## src/verilog/masp_pkg.sv

```systemverilog
// masp_pkg: register indexes, field layouts, reset values and link constants
// assumes a 32-bit wishbone slave, byte address = 4 * register index
// Function
// - each slot address is {high word, middle word, low word}, high word on top.
// - low word holds bytes one and two, middle three and four, high five and six.
// - config bit 15 enables polling; bits 12:8 give the polled phy address.
// - poll timer expires every 160 * 2^(16 - divider) host clocks.
// - sampled phy status is a 16-bit read-only register; writes ignored.
// - a fixed 16-bit identifier register is read-only, unaffected by writes.
package masp_pkg;

  // register indexes as printed; byte address is four times these
  localparam logic [7:0] IDX_SLOT1_LOW = 8'h70;
  localparam logic [7:0] IDX_SLOT1_MID = 8'h72;
  localparam logic [7:0] IDX_SLOT1_HIGH = 8'h74;
  localparam logic [7:0] IDX_SLOT2_LOW = 8'h78;
  localparam logic [7:0] IDX_SLOT2_MID = 8'h7a;
  localparam logic [7:0] IDX_SLOT2_HIGH = 8'h7c;
  localparam logic [7:0] IDX_SLOT3_LOW = 8'h80;
  localparam logic [7:0] IDX_SLOT3_MID = 8'h82;
  localparam logic [7:0] IDX_SLOT3_HIGH = 8'h84;
  localparam logic [7:0] IDX_POLL_CONFIG = 8'h88;
  localparam logic [7:0] IDX_PHY_STATUS = 8'h8a;
  localparam logic [7:0] IDX_IRQ_STATUS = 8'h8c;
  localparam logic [7:0] IDX_IRQ_MASK = 8'h8e;
  localparam logic [7:0] IDX_MAC_IDENT = 8'hbe;

  // poll config fields
  localparam int CFG_EN_BIT = 15;
  localparam int CFG_PHY_MGMT_ADDRESS_LSB = 8;
  localparam int CFG_PHY_MGMT_ADDRESS_W = 5;
  localparam int CFG_DIV_LSB = 0;
  localparam int CFG_DIV_W = 3;
  localparam logic [15:0] CFG_WRITABLE = 16'h9f07;
  localparam logic [15:0] CFG_RESET = 16'h0000;
  localparam logic [15:0] WORD_RESET = 16'h0000;

  // interrupt status / mask layout
  localparam int IRQ_W = 3;
  localparam int IRQ_POLL_DONE = 0;
  localparam int IRQ_STATUS_CHANGED = 1;
  localparam int IRQ_POLL_OVERRUN = 2;

  // poll timer: base multiplier and exponent top
  localparam int POLL_BASE_CYCLES = 160;
  localparam int POLL_EXP_TOP = 16;

  // management frame: status register number and field widths
  localparam logic [4:0] PHY_STATUS_REG = 5'h01;
  localparam int MGMT_HEAD_BITS = 46;
  localparam int MGMT_DATA_FIRST = 48;
  localparam int MGMT_LAST_BIT = 63;
  localparam logic [31:0] MGMT_PREAMBLE = 32'hffff_ffff;
  localparam logic [3:0] MGMT_START_READ = 4'h6;
  localparam int MGMT_HALF_DEFAULT = 8;

  typedef enum logic [1:0] {
    MASP_ACC_NONE,
    MASP_ACC_READ,
    MASP_ACC_WRITE
  } masp_acc_t;

endpackage

```

## src/verilog/masp_mgmt_read.sv

```systemverilog
// masp_mgmt_read: one management read frame to a phy register
// assumes synced reset from the top; mdio pin is raw and synchronised here
`timescale 1ns/10ps
module masp_mgmt_read #(
  parameter int HALF_CYCLES = masp_pkg::MGMT_HALF_DEFAULT
) (
  // clock and reset
  input wire logic clk,
  input wire logic rst_n,
  // request
  input wire logic start,
  input wire logic [4:0] phy_addr,
  input wire logic [4:0] reg_addr,
  output logic busy,
  output logic done,
  output logic [15:0] rd_data,
  // management pins
  output logic mdc,
  input wire logic mdio_i,
  output logic mdio_o,
  output logic mdio_oe_n
);
  import masp_pkg::*;

  // the sample needs the two sync stages to settle within a half period
  initial begin
    if (HALF_CYCLES < 4) $error("HALF_CYCLES must be at least 4");
  end

  logic mdio_meta;
  logic mdio_sync;
  logic [15:0] half_cnt;
  logic [5:0] bit_idx;
  logic [MGMT_HEAD_BITS-1:0] frame;

  // pin synchroniser
  always_ff @(posedge clk or negedge rst_n) begin
    if (!rst_n) begin
      mdio_meta <= 1'b0;
      mdio_sync <= 1'b0;
    end else begin
      mdio_meta <= mdio_i;
      mdio_sync <= mdio_meta;
    end
  end

  assign mdio_o = frame[MGMT_HEAD_BITS-1];

  // frame sequencer: drive on mdc fall, sample on mdc rise
  always_ff @(posedge clk or negedge rst_n) begin
    if (!rst_n) begin
      busy <= 1'b0;
      done <= 1'b0;
      mdc <= 1'b0;
      mdio_oe_n <= 1'b1;
      half_cnt <= 16'h0000;
      bit_idx <= 6'h00;
      frame <= '0;
      rd_data <= 16'h0000;
    end else begin
      done <= 1'b0;
      if (!busy) begin
        if (start) begin
          busy <= 1'b1;
          mdc <= 1'b0;
          mdio_oe_n <= 1'b0;
          half_cnt <= 16'h0000;
          bit_idx <= 6'h00;
          frame <= {MGMT_PREAMBLE, MGMT_START_READ, phy_addr, reg_addr};
        end
      end else if (half_cnt == 16'(HALF_CYCLES - 1)) begin
        half_cnt <= 16'h0000;
        if (!mdc) begin
          mdc <= 1'b1;
          if (bit_idx >= 6'(MGMT_DATA_FIRST)) begin
            rd_data <= {rd_data[14:0], mdio_sync};
          end
          if (bit_idx == 6'(MGMT_LAST_BIT)) begin
            busy <= 1'b0;
            done <= 1'b1;
          end
        end else begin
          mdc <= 1'b0;
          bit_idx <= bit_idx + 6'h01;
          frame <= {frame[MGMT_HEAD_BITS-2:0], 1'b1};
          // release the line for turnaround and data
          if (bit_idx >= 6'(MGMT_HEAD_BITS - 1)) mdio_oe_n <= 1'b1;
        end
      end else begin
        half_cnt <= half_cnt + 16'h0001;
      end
    end
  end

endmodule // masp_mgmt_read

```

## src/verilog/masp_top.sv

```systemverilog
// masp_top: extra address slots, phy status poll and identifier registers
// assumes a classic wishbone master on mclk and one phy on the mgmt pins
`timescale 1ns/10ps
module masp_top #(
  parameter int POLL_BASE = masp_pkg::POLL_BASE_CYCLES,
  parameter int POLL_EXP = masp_pkg::POLL_EXP_TOP,
  parameter int MGMT_HALF = masp_pkg::MGMT_HALF_DEFAULT,
  parameter logic [15:0] MAC_IDENT = 16'h5a5a // arbitrary value
) (
  // clock and reset
  input wire logic mclk,
  input wire logic rst_n,
  // wishbone slave
  input wire logic wb_cyc_i,
  input wire logic wb_stb_i,
  input wire logic wb_we_i,
  input wire logic [9:0] wb_adr_i,
  input wire logic [3:0] wb_sel_i,
  input wire logic [31:0] wb_dat_i,
  output logic [31:0] wb_dat_o,
  output logic wb_ack_o,
  // interrupt
  output logic irq,
  // assembled slot addresses
  output logic [47:0] addr_slot1,
  output logic [47:0] addr_slot2,
  output logic [47:0] addr_slot3,
  // phy management pins
  output logic mdc,
  input wire logic mdio_i,
  output logic mdio_o,
  output logic mdio_oe_n
);
  import masp_pkg::*;

  // the divider field reaches 7, so the exponent must cover it
  initial begin
    if (POLL_EXP < 7 || POLL_EXP > 16) $error("POLL_EXP must be 7 to 16");
    if (POLL_BASE < 1 || POLL_BASE > 65535) $error("POLL_BASE out of range");
  end

  logic rst_meta;
  logic rst_sync_n;

  // reset release through two flops; assertion stays asynchronous
  always_ff @(posedge mclk or negedge rst_n) begin
    if (!rst_n) begin
      rst_meta <= 1'b0;
      rst_sync_n <= 1'b0;
    end else begin
      rst_meta <= 1'b1;
      rst_sync_n <= rst_meta;
    end
  end

  // ------------------------------------------------------------
  // address decode
  // ------------------------------------------------------------
  logic [7:0] idx;
  logic req;
  logic hit_slot;
  logic [3:0] slot_sel;
  logic hit_cfg;
  logic hit_status;
  logic hit_irq_st;
  logic hit_irq_mask;
  logic hit_ident;
  masp_acc_t acc;

  assign idx = wb_adr_i[9:2];
  assign req = wb_cyc_i && wb_stb_i;

  // slot words map to entries 0..8: low, mid, high per slot
  always_comb begin
    hit_slot = 1'b1;
    slot_sel = 4'h0;
    if (idx == IDX_SLOT1_LOW) slot_sel = 4'h0;
    else if (idx == IDX_SLOT1_MID) slot_sel = 4'h1;
    else if (idx == IDX_SLOT1_HIGH) slot_sel = 4'h2;
    else if (idx == IDX_SLOT2_LOW) slot_sel = 4'h3;
    else if (idx == IDX_SLOT2_MID) slot_sel = 4'h4;
    else if (idx == IDX_SLOT2_HIGH) slot_sel = 4'h5;
    else if (idx == IDX_SLOT3_LOW) slot_sel = 4'h6;
    else if (idx == IDX_SLOT3_MID) slot_sel = 4'h7;
    else if (idx == IDX_SLOT3_HIGH) slot_sel = 4'h8;
    else hit_slot = 1'b0;
  end

  assign hit_cfg = idx == IDX_POLL_CONFIG;
  assign hit_status = idx == IDX_PHY_STATUS;
  assign hit_irq_st = idx == IDX_IRQ_STATUS;
  assign hit_irq_mask = idx == IDX_IRQ_MASK;
  assign hit_ident = idx == IDX_MAC_IDENT;

  // the access commits on the edge where the master sees ack high
  always_comb begin
    acc = MASP_ACC_NONE;
    if (req && wb_ack_o) begin
      if (wb_we_i) acc = MASP_ACC_WRITE;
      else acc = MASP_ACC_READ;
    end
  end

  // byte-lane merge of a 16-bit register with the write data
  function automatic logic [15:0] lane_merge(input logic [15:0] old_val,
                                             input logic [31:0] data,
                                             input logic [3:0] sel);
    logic [15:0] res;
    res = old_val;
    if (sel[0]) res[7:0] = data[7:0];
    if (sel[1]) res[15:8] = data[15:8];
    return res;
  endfunction

  // ------------------------------------------------------------
  // address slot words
  // ------------------------------------------------------------
  logic [15:0] slot_word [9];
  logic [47:0] slot_addr [3];

  // each word is its own register; a write hits one entry only
  always_ff @(posedge mclk or negedge rst_sync_n) begin
    if (!rst_sync_n) begin
      for (int i = 0; i < 9; i++) slot_word[i] <= WORD_RESET;
    end else if (acc == MASP_ACC_WRITE && hit_slot) begin
      slot_word[slot_sel] <= lane_merge(slot_word[slot_sel], wb_dat_i, wb_sel_i);
    end
  end

  // first bytes sit in the low word, last bytes in the high word
  for (genvar s = 0; s < 3; s++) begin : g_slot
    assign slot_addr[s] = {slot_word[3*s+2], slot_word[3*s+1], slot_word[3*s]};
  end

  assign addr_slot1 = slot_addr[0];
  assign addr_slot2 = slot_addr[1];
  assign addr_slot3 = slot_addr[2];

  // ------------------------------------------------------------
  // poll configuration
  // ------------------------------------------------------------
  logic [15:0] poll_cfg;
  logic poll_en;
  logic [4:0] phy_mgmt_address;
  logic [2:0] poll_timer_divider;

  // reserved bits never store, so they always read zero
  always_ff @(posedge mclk or negedge rst_sync_n) begin
    if (!rst_sync_n) begin
      poll_cfg <= CFG_RESET;
    end else if (acc == MASP_ACC_WRITE && hit_cfg) begin
      poll_cfg <= lane_merge(poll_cfg, wb_dat_i, wb_sel_i) & CFG_WRITABLE;
    end
  end

  assign poll_en = poll_cfg[CFG_EN_BIT];
  assign phy_mgmt_address = poll_cfg[CFG_PHY_MGMT_ADDRESS_LSB +: CFG_PHY_MGMT_ADDRESS_W];
  assign poll_timer_divider = poll_cfg[CFG_DIV_LSB +: CFG_DIV_W];

  // ------------------------------------------------------------
  // poll timer
  // ------------------------------------------------------------
  logic [15:0] base_cnt;
  logic [16:0] exp_cnt;
  logic [16:0] exp_limit;
  logic base_wrap;
  logic poll_tick;

  // a divider change takes effect on the next wrap of the counter
  assign exp_limit = (17'h0_0001 << (5'(POLL_EXP) - {2'b00, poll_timer_divider}))
                     - 17'h0_0001;
  assign base_wrap = base_cnt == 16'(POLL_BASE - 1);
  assign poll_tick = base_wrap && exp_cnt >= exp_limit;

  // counters hold at zero while disabled so enable starts a full period
  always_ff @(posedge mclk or negedge rst_sync_n) begin
    if (!rst_sync_n) begin
      base_cnt <= 16'h0000;
      exp_cnt <= 17'h0_0000;
    end else if (!poll_en) begin
      base_cnt <= 16'h0000;
      exp_cnt <= 17'h0_0000;
    end else if (base_wrap) begin
      base_cnt <= 16'h0000;
      if (poll_tick) exp_cnt <= 17'h0_0000;
      else exp_cnt <= exp_cnt + 17'h0_0001;
    end else begin
      base_cnt <= base_cnt + 16'h0001;
    end
  end

  // ------------------------------------------------------------
  // management read of the phy status
  // ------------------------------------------------------------
  logic mgmt_start;
  logic mgmt_busy;
  logic mgmt_done;
  logic [15:0] mgmt_data;
  logic poll_overrun;

  // a tick during a running frame is dropped and flagged instead
  assign mgmt_start = poll_en && poll_tick && !mgmt_busy;
  assign poll_overrun = poll_en && poll_tick && mgmt_busy;

  masp_mgmt_read #(
    .HALF_CYCLES(MGMT_HALF)
  ) u_mgmt (
    .clk(mclk),
    .rst_n(rst_sync_n),
    .start(mgmt_start),
    .phy_addr(phy_mgmt_address),
    .reg_addr(PHY_STATUS_REG),
    .busy(mgmt_busy),
    .done(mgmt_done),
    .rd_data(mgmt_data),
    .mdc(mdc),
    .mdio_i(mdio_i),
    .mdio_o(mdio_o),
    .mdio_oe_n(mdio_oe_n)
  );

  logic [15:0] phy_status;
  logic status_changed;

  assign status_changed = mgmt_done && mgmt_data != phy_status;

  // only a finished frame updates it; the bus has no write path here
  always_ff @(posedge mclk or negedge rst_sync_n) begin
    if (!rst_sync_n) begin
      phy_status <= WORD_RESET;
    end else if (mgmt_done) begin
      phy_status <= mgmt_data;
    end
  end

  // ------------------------------------------------------------
  // interrupt status and mask
  // ------------------------------------------------------------
  logic [IRQ_W-1:0] irq_events;
  logic [IRQ_W-1:0] irq_status;
  logic [IRQ_W-1:0] irq_mask;
  logic irq_rd_clear;

  always_comb begin
    irq_events = '0;
    irq_events[IRQ_POLL_DONE] = mgmt_done;
    irq_events[IRQ_STATUS_CHANGED] = status_changed;
    irq_events[IRQ_POLL_OVERRUN] = poll_overrun;
  end

  assign irq_rd_clear = acc == MASP_ACC_READ && hit_irq_st;

  // a read clears only the bits it returned: read data is latched a cycle before
  // the ack edge, so a bit set in between must survive; same-cycle events win too
  always_ff @(posedge mclk or negedge rst_sync_n) begin
    if (!rst_sync_n) begin
      irq_status <= '0;
    end else if (irq_rd_clear) begin
      irq_status <= (irq_status & ~wb_dat_o[IRQ_W-1:0]) | irq_events;
    end else begin
      irq_status <= irq_status | irq_events;
    end
  end

  always_ff @(posedge mclk or negedge rst_sync_n) begin
    if (!rst_sync_n) begin
      irq_mask <= '0;
    end else if (acc == MASP_ACC_WRITE && hit_irq_mask && wb_sel_i[0]) begin
      irq_mask <= wb_dat_i[IRQ_W-1:0];
    end
  end

  // level output, drops once the status read clears the bits
  always_ff @(posedge mclk or negedge rst_sync_n) begin
    if (!rst_sync_n) begin
      irq <= 1'b0;
    end else begin
      irq <= |(irq_status & irq_mask);
    end
  end

  // ------------------------------------------------------------
  // read mux and ack
  // ------------------------------------------------------------
  logic [15:0] next_rd_word;

  // unmapped indexes answer with zero; identifier ignores writes
  always_comb begin
    next_rd_word = 16'h0000;
    if (hit_slot) next_rd_word = slot_word[slot_sel];
    else if (hit_cfg) next_rd_word = poll_cfg;
    else if (hit_status) next_rd_word = phy_status;
    else if (hit_irq_st) next_rd_word = 16'(irq_status);
    else if (hit_irq_mask) next_rd_word = 16'(irq_mask);
    else if (hit_ident) next_rd_word = MAC_IDENT;
  end

  // one-cycle ack after the request; data latched with it
  always_ff @(posedge mclk or negedge rst_sync_n) begin
    if (!rst_sync_n) begin
      wb_ack_o <= 1'b0;
      wb_dat_o <= 32'h0000_0000;
    end else begin
      wb_ack_o <= req && !wb_ack_o;
      if (req && !wb_ack_o && !wb_we_i) begin
        wb_dat_o <= {16'h0000, next_rd_word};
      end
    end
  end

endmodule // masp_top

```

## config.mk

```make
export PLATFORM = sky130hd
export DESIGN_NAME = masp_top
export DESIGN_NICKNAME = d
export VERILOG_FILES = /design/src/verilog/masp_pkg.sv /design/src/verilog/masp_mgmt_read.sv /design/src/verilog/masp_top.sv
export SDC_FILE = /design/constraint.sdc
export NUM_CORES = 1
export LEC_CHECK = 0
export ABC_AREA = 1
export BUFFER_PORTS_ARGS = -buffer_cell sky130_fd_sc_hd__buf_2
export CAP_MARGIN = 15
export CORE_ASPECT_RATIO = 1.2
export CORE_UTILIZATION = 48
export DETAILED_ROUTE_END_ITERATION = 16
export GPL_TIMING_DRIVEN = 0
export PLACE_DENSITY_LB_ADDON = 0.08
export SYNTH_ARGS = -nofsm -noshare
export SYNTH_HDL_FRONTEND = slang
export SYNTH_HIERARCHICAL = 1
export SYNTH_SLANG_ARGS = --single-unit
```

## constraint.sdc

```tcl
create_clock -name mclk -period 13.7 [get_ports mclk]
set_input_delay 0.685 -clock mclk [delete_from_list [all_inputs] [get_ports mclk]]
set_output_delay 0.685 -clock mclk [all_outputs]
set_load 0.01 [all_outputs]
```

# Word-level counts from Yosys, hierarchy flattened
# Index checks and enable logic that the tools add are counted.
[classes]
add_sub_neg = 6
n_lt_le_gt_ge = 5
eq_ne = 24
n_shift = 1
mux = 70
bitwise = 7
reduce_logical = 26
[ops]
columns = ["op", "count"]
rows = [
  ["$mux W46", 4],
  ["$mux W16", 11],
  ["$bwmux W144", 1],
  ["$bmux W16 S4", 1],
  ["$demux W16 S4", 1],
  ["$eq A8 B8 Y1 const B", 8],
  ["$mux W17", 3],
  ["$eq A8 B7 Y1 const B", 6],
  ["$mux W15", 3],
  ["$mux W4", 9],
  ["$add A16 B1 Y16 const B", 2],
  ["$mux W8", 4],
  ["$mux W1", 26],
  ["$mux W6", 4],
  ["$add A17 B1 Y17 const B", 1],
  ["$ge A17 B17 Y1", 1],
  ["$shl A1 B5 Y17 const A", 1],
  ["$sub A17 B1 Y17 const B", 1],
  ["$eq A16 B3 Y1 const B", 1],
  ["$eq A16 B8 Y1 const B", 1],
  ["$ne A16 B16 Y1", 1],
  ["$logic_and A1 B1 Y1", 15],
  ["$ge A6 B6 Y1 const B", 2],
  ["$reduce_and A4 Y1", 2],
  ["21 further kinds", 30],
]
[totals]
register_bits = 318
inputBits = 52
output_inout_bits = 181
elab_cells = 170

# Longest topological paths before layout
[logic_depth]
depth_word = 17
ltp_mapped = 26

# Modules after synthesis
# The synthesis kept the hierarchy.
[modules_own_cells]
columns = ["mod", "instances", "cells_per_inst", "area_each_um2"]
rows = [
  ["masp_top", 1, 1714, 12794.8],
  ["masp_mgmt_read", 1, 477, 4180.3],
]

# Least setup slack after synthesis
# No wires, ideal clock.
[synth_path]
path_type = "register to register"
from = "reg poll_cfg[1]"
to = "reg u_mgmt.bit_idx[5]"
setup_ns = 0.118
t_arrival_ns = 3.656
slack_ns = 9.926
stages_incl_launch_ff = 26
path_buffers = 2
cell_sequence = "dfrtp_1 > nor2_1 > ha_1 > nor2_1 > nand2_1 > ha_1 > nand2_1 > inv_1 > nand3_1 > nand3_1 > ha_1 > nand2_1 > inv_1 > nand3_1 > nor2_1 > nand3_1 > o211ai_1 > a21oi_1 > nor3_1 > nor2_4 > a21oi_2 > nand2_4 > buf_6 > buf_6 > nand2_1 > o21ai_2"
[synth_via]
elab_chain_len = 9
[synth_lines]
columns = ["element", "line_no", "source"]
rows = [
  ["start, declared", "masp_top.sv:142", "logic [15:0] poll_cfg;"],
  ["start signal, assigned", "masp_top.sv:152", "poll_cfg <= lane_merge(poll_cfg, wb_dat_i, wb_sel_i) & CFG_WRITABLE;"],
  ["$sub A5 B3 Y5", "masp_top.sv:170", "assign exp_limit = (17'h0_0001 << (5'(POLL_EXP) - {2'b00, poll_timer_divider}))"],
  ["$shl A1 B5 Y17", "masp_top.sv:170", ""],
  ["$sub A17 B1 Y17", "masp_top.sv:171", "- 17'h0_0001;"],
  ["$ge A17 B17 Y1", "masp_top.sv:173", "assign poll_tick = base_wrap && exp_cnt >= exp_limit;"],
  ["$logic_and A1 B1 Y1", "masp_top.sv:173", ""],
  ["$logic_and A1 B1 Y1 (2 in series)", "masp_top.sv:202", "assign mgmt_start = poll_en && poll_tick && !mgmt_busy;"],
  ["via mgmt_start", "masp_top.sv:195", "logic mgmt_start;"],
  ["$reduce_bool A2 Y1 (no line)", "-", ""],
  ["$reduce_and A3 Y1 (no line)", "-", ""],
  ["end signal, assigned", "masp_mgmt_read.sv:84", "bit_idx <= bit_idx + 6'h01;"],
  ["end, declared", "masp_mgmt_read.sv:33", "logic [5:0] bit_idx;"],
]
# The timed path passes the listed nets, and every way through them passes these cells.
# A chain may end at the register's enable or synchronous reset.

# Final worst setup path
[layout_path]
from = "reg poll_cfg[1]"
to = "reg u_mgmt.bit_idx[2]"
# The elaborated chain is that of the path after synthesis.

==> metrics list <==
- Internal portion of total power: ~1.6 mW
- Source-to-sink clock delay at the later pin of the worst-skew pair: approximately 0.54 ns
* HPWL after detailed placement: about 38000 um
- The via count of the first global-routing pass is 15000.
* Number of standard-cell rows in the floorplan: 75
* Full die area: 36100 um^2
* Average cell area after synthesis: 7.75 um^2
- Number of maximum-capacitance constraint violations: 0
* Floorplan Core Area: 34900 um^2
- Share of power burned in combinational logic: 5.6%
- Master cell of the clock root buffer: sky130_fd_sc_hd__clkbuf_16
- Global-route wire length before repair: 80000 um
* Most common cell after layout, fill and taps aside: sky130_fd_sc_hd__nand2_1
- Slowest cell delay on critical path: about 0.47 ns
* Top library cells by usage in the layout, fill and taps aside: sky130_fd_sc_hd__nand2_1, sky130_fd_sc_hd__dfrtp_1, sky130_fd_sc_hd__nand3_1
* Cell variety after synth: 53
- Setup repair after global routing left no endpoint under its margin.
* Part of the total power dissipated in the clock network: 48.6%
* Final setup skew: 0.0266 ns
* Number of register bits inferred by synthesis: 318
- The cell area that synthesis handed to floorplanning was 17000 um^2.
- Power share of the sequential group: between 40% and 50%
- Clock buffer count from CTS: 37
- The die is 174 um wide.
- The worst-case IR drop observed on VDD is 0.101 mV.
- Once layout is done, the placed cells without fillers occupy 20000 um^2.
* Power density over the cells: 105 nW/um^2
- For this block, the via count after detailed routing is around 16000.
- Endpoints failing hold: 0
* Outcome: finished clean
* Via density: 5.31
* Measured slew at the worst slew-check pin: between 0.7 and 0.8 ns
- Power comes to ~2.1 mW.
* Total Nets Final: 2528
- Initial antenna violation count: 1
- Final min period: 4.61 ns
- H-Tree Level Count: 2
* Power dissipated by switching net loads: 0.500 mW
- Total negative slack for setup checks: 0 ns
* Worst hold margin: 0.269 ns
- For this run, the register share of the synthesized area comes to 46.9%.
* Layout cells sized above 1: 17.1%
- Initial Util: 48.6%
* Height of the die: 208 um
- Relative to the synthesized area, the layout overhead comes to 17.9%.
- Buffers plus inverters on the worst setup path: 4
* # Post-CTS Setup Buffers: 0
- I/O pin count: 233
* Proportion of register bits with asynchronous set or reset after synthesis: 100%
- Crit-path leading delay family: simple AND/OR/NAND/NOR gates
* Headroom to the max-slew limit: 49.5%
- Overflow after GRT: 0
- Clock tree from TritonCTS: done
* Arrival time at the worst endpoint: between 5 and 6 ns
- Switching part of the total power: 23.8%
- I/O Buffers: 194
- Worst-path clk slew: roughly 0.06 ns
* Crit path capture type: register
* Bufs on Longest Clock Path: 3
* Gate count after technology mapping: approximately 2200
- Clock tree sinks: 318
- Wire per inst: 17.0 um
- Post-synth top flop: sky130_fd_sc_hd__dfrtp_1
- The routed design has 49900 um of wire.
- Kind of start point of the critical path: register
* Post-synth EDFFs: 0
- Final core occ: 57.3%
* Required time worst endpoint: 14.11 ns
- Static timing analysis puts the maximum clock frequency at 0.217 GHz.
- The number of hold buffers added after CTS was 1.
- Max FO, Critical Path: 10
- Final setup vio count: 0
* Number of warnings printed during yosys synthesis: 6
- Remaining antenna violation count: 0
- Routability congestion estimate from global placement: about 0.9
- For this run, the total global-route usage over all layers was measured as roughly 28%.
- Hold/Removal Path Class: primary input to register
- On the critical path, the stage with the largest delay is an instance of sky130_fd_sc_hd__dfrtp_1.
- Entering global routing, the biggest net connects 68 pins.
- Pleak: approximately 11 nW
- Final cycle utilization of the critical path: 33.6%
- Drt pass-1 iters: 5
* Crit path kind: register to register
- DRC viols: 0
- In this run, the number of DRC markers left after iteration 0 of detailed routing was 1269.
- Placement Cell Area: 18700 um^2
- Post-cts resize count: 0
* Final Slew Violations: 0
flip-flops by register name, summed over array words and instances, names as in the netlist, 3 cells and up:
signal	count
addr_slot1	48
addr_slot2	48
addr_slot3	48
base_cnt	16
exp_cnt	17
irq_mask	3
irq_status	3
phy_status	16
poll_cfg	9
u_mgmt/bit_idx	6
u_mgmt/frame	46
u_mgmt/half_cnt	16
u_mgmt/rd_data	16
wb_dat_o	16
worst reg2reg max path: cells and delay by family (launching register included):
| kind | cells | cell delay, ns |
|---|---|---|
| flip-flops | 1 | 0.47 |
| AND/OR/NAND/NOR | 14 | 2.15 |
| adder cells (fa/ha/maj) | 3 | 0.89 |
| AO/OA/AOI/OAI | 4 | 0.54 |
| buffers and inverters | 4 | 0.45 |
Yosys cell counts (all sizes together) (20+ instances only):
cell    instances  area share (%)
ha             25             1.8
nor2          160             4.4
clkbuf         32            0.71
nor3           27            0.86
o21ai         134             4.2
dfrtp         317              47
nand4          57             2.7
xor2           20             1.0
inv           183             4.1
nand2         790              18
nand3         260             7.8
a21oi          35             1.1
buf            68             2.8
power groups by stage:
stage | sequential (mW) | clock [mW] | combinational [mW]
after floorplan | 0.994 | 0 | 0.0495
after global placement | 0.997 | 0 | 0.0953
after detailed placement | 0.980 | 0 | 0.118
after CTS | 0.963 | 1.04 | 0.118
after global routing | 0.964 | 1.08 | 0.130
final | 0.963 | 1.02 | 0.118
worst paths after layout:
check	from	endpoint	slack, ns	depth (start not counted)
max	poll_cfg[1]	u_mgmt/bit_idx[2]	9.09	25
min	mdio_i	u_mgmt/mdio_meta	0.27	1
max reg2reg	poll_cfg[1]	u_mgmt/bit_idx[2]	9.09	25
min reg2reg	rst_sync_n	u_mgmt/frame[17]	0.35	0
max in group asynchronous	rst_sync_n	addr_slot2[1]	12.26	2
min in group asynchronous	rst_sync_n	u_mgmt/frame[17]	0.35	0
through the flow:
stage,instances,setup WS [ns]
after CTS,2938,9.01
final,2939,9.09
after global routing,2938,8.55
after global placement,2868,0.145
after detailed placement,2873,9.02
after floorplan,2212,4.18
area by class of cell:
| type | count | area [um^2] |
|---|---|---|
| timing repair buffer | 200 | 1120 |
| sequential | 318 | 7960 |
| multi-input combinational | 1607 | 7790 |
| clock buffer | 52 | 1100 |
| tap | 462 | 578 |
| fill | 3326 | 14900 |
| antenna | 1 | 2.50 |
| inverter | 187 | 712 |
| buffer | 100 | 589 |
| clock inverter | 12 | 144 |
layer usage:
layer	share of wire (%)	track usage, %	vias up
met4	4.7	13.2	0
met3	7.2	6.40	149
met5	0	0	-
li1	-	-	7582
met1	40	34.2	7343
met2	48	46.5	543
logic make-up (layout without fill, tap and decap cells):
logic type	Yosys count	in the layout	share of synthesized area, %
DFF	318	318	46.9
buffers and inverters	287	551	7.67
xor gates and xnor gates	31	31	1.60
muxes	11	11	0.671
and+or+nand+nor	1315	1315	34.7
AOI/OAI and AO/OA	202	202	6.64
adders and majority gates	25	25	1.84
other	2	24	0.0442
No activity file was read; power rests on OpenSTA's default activity.
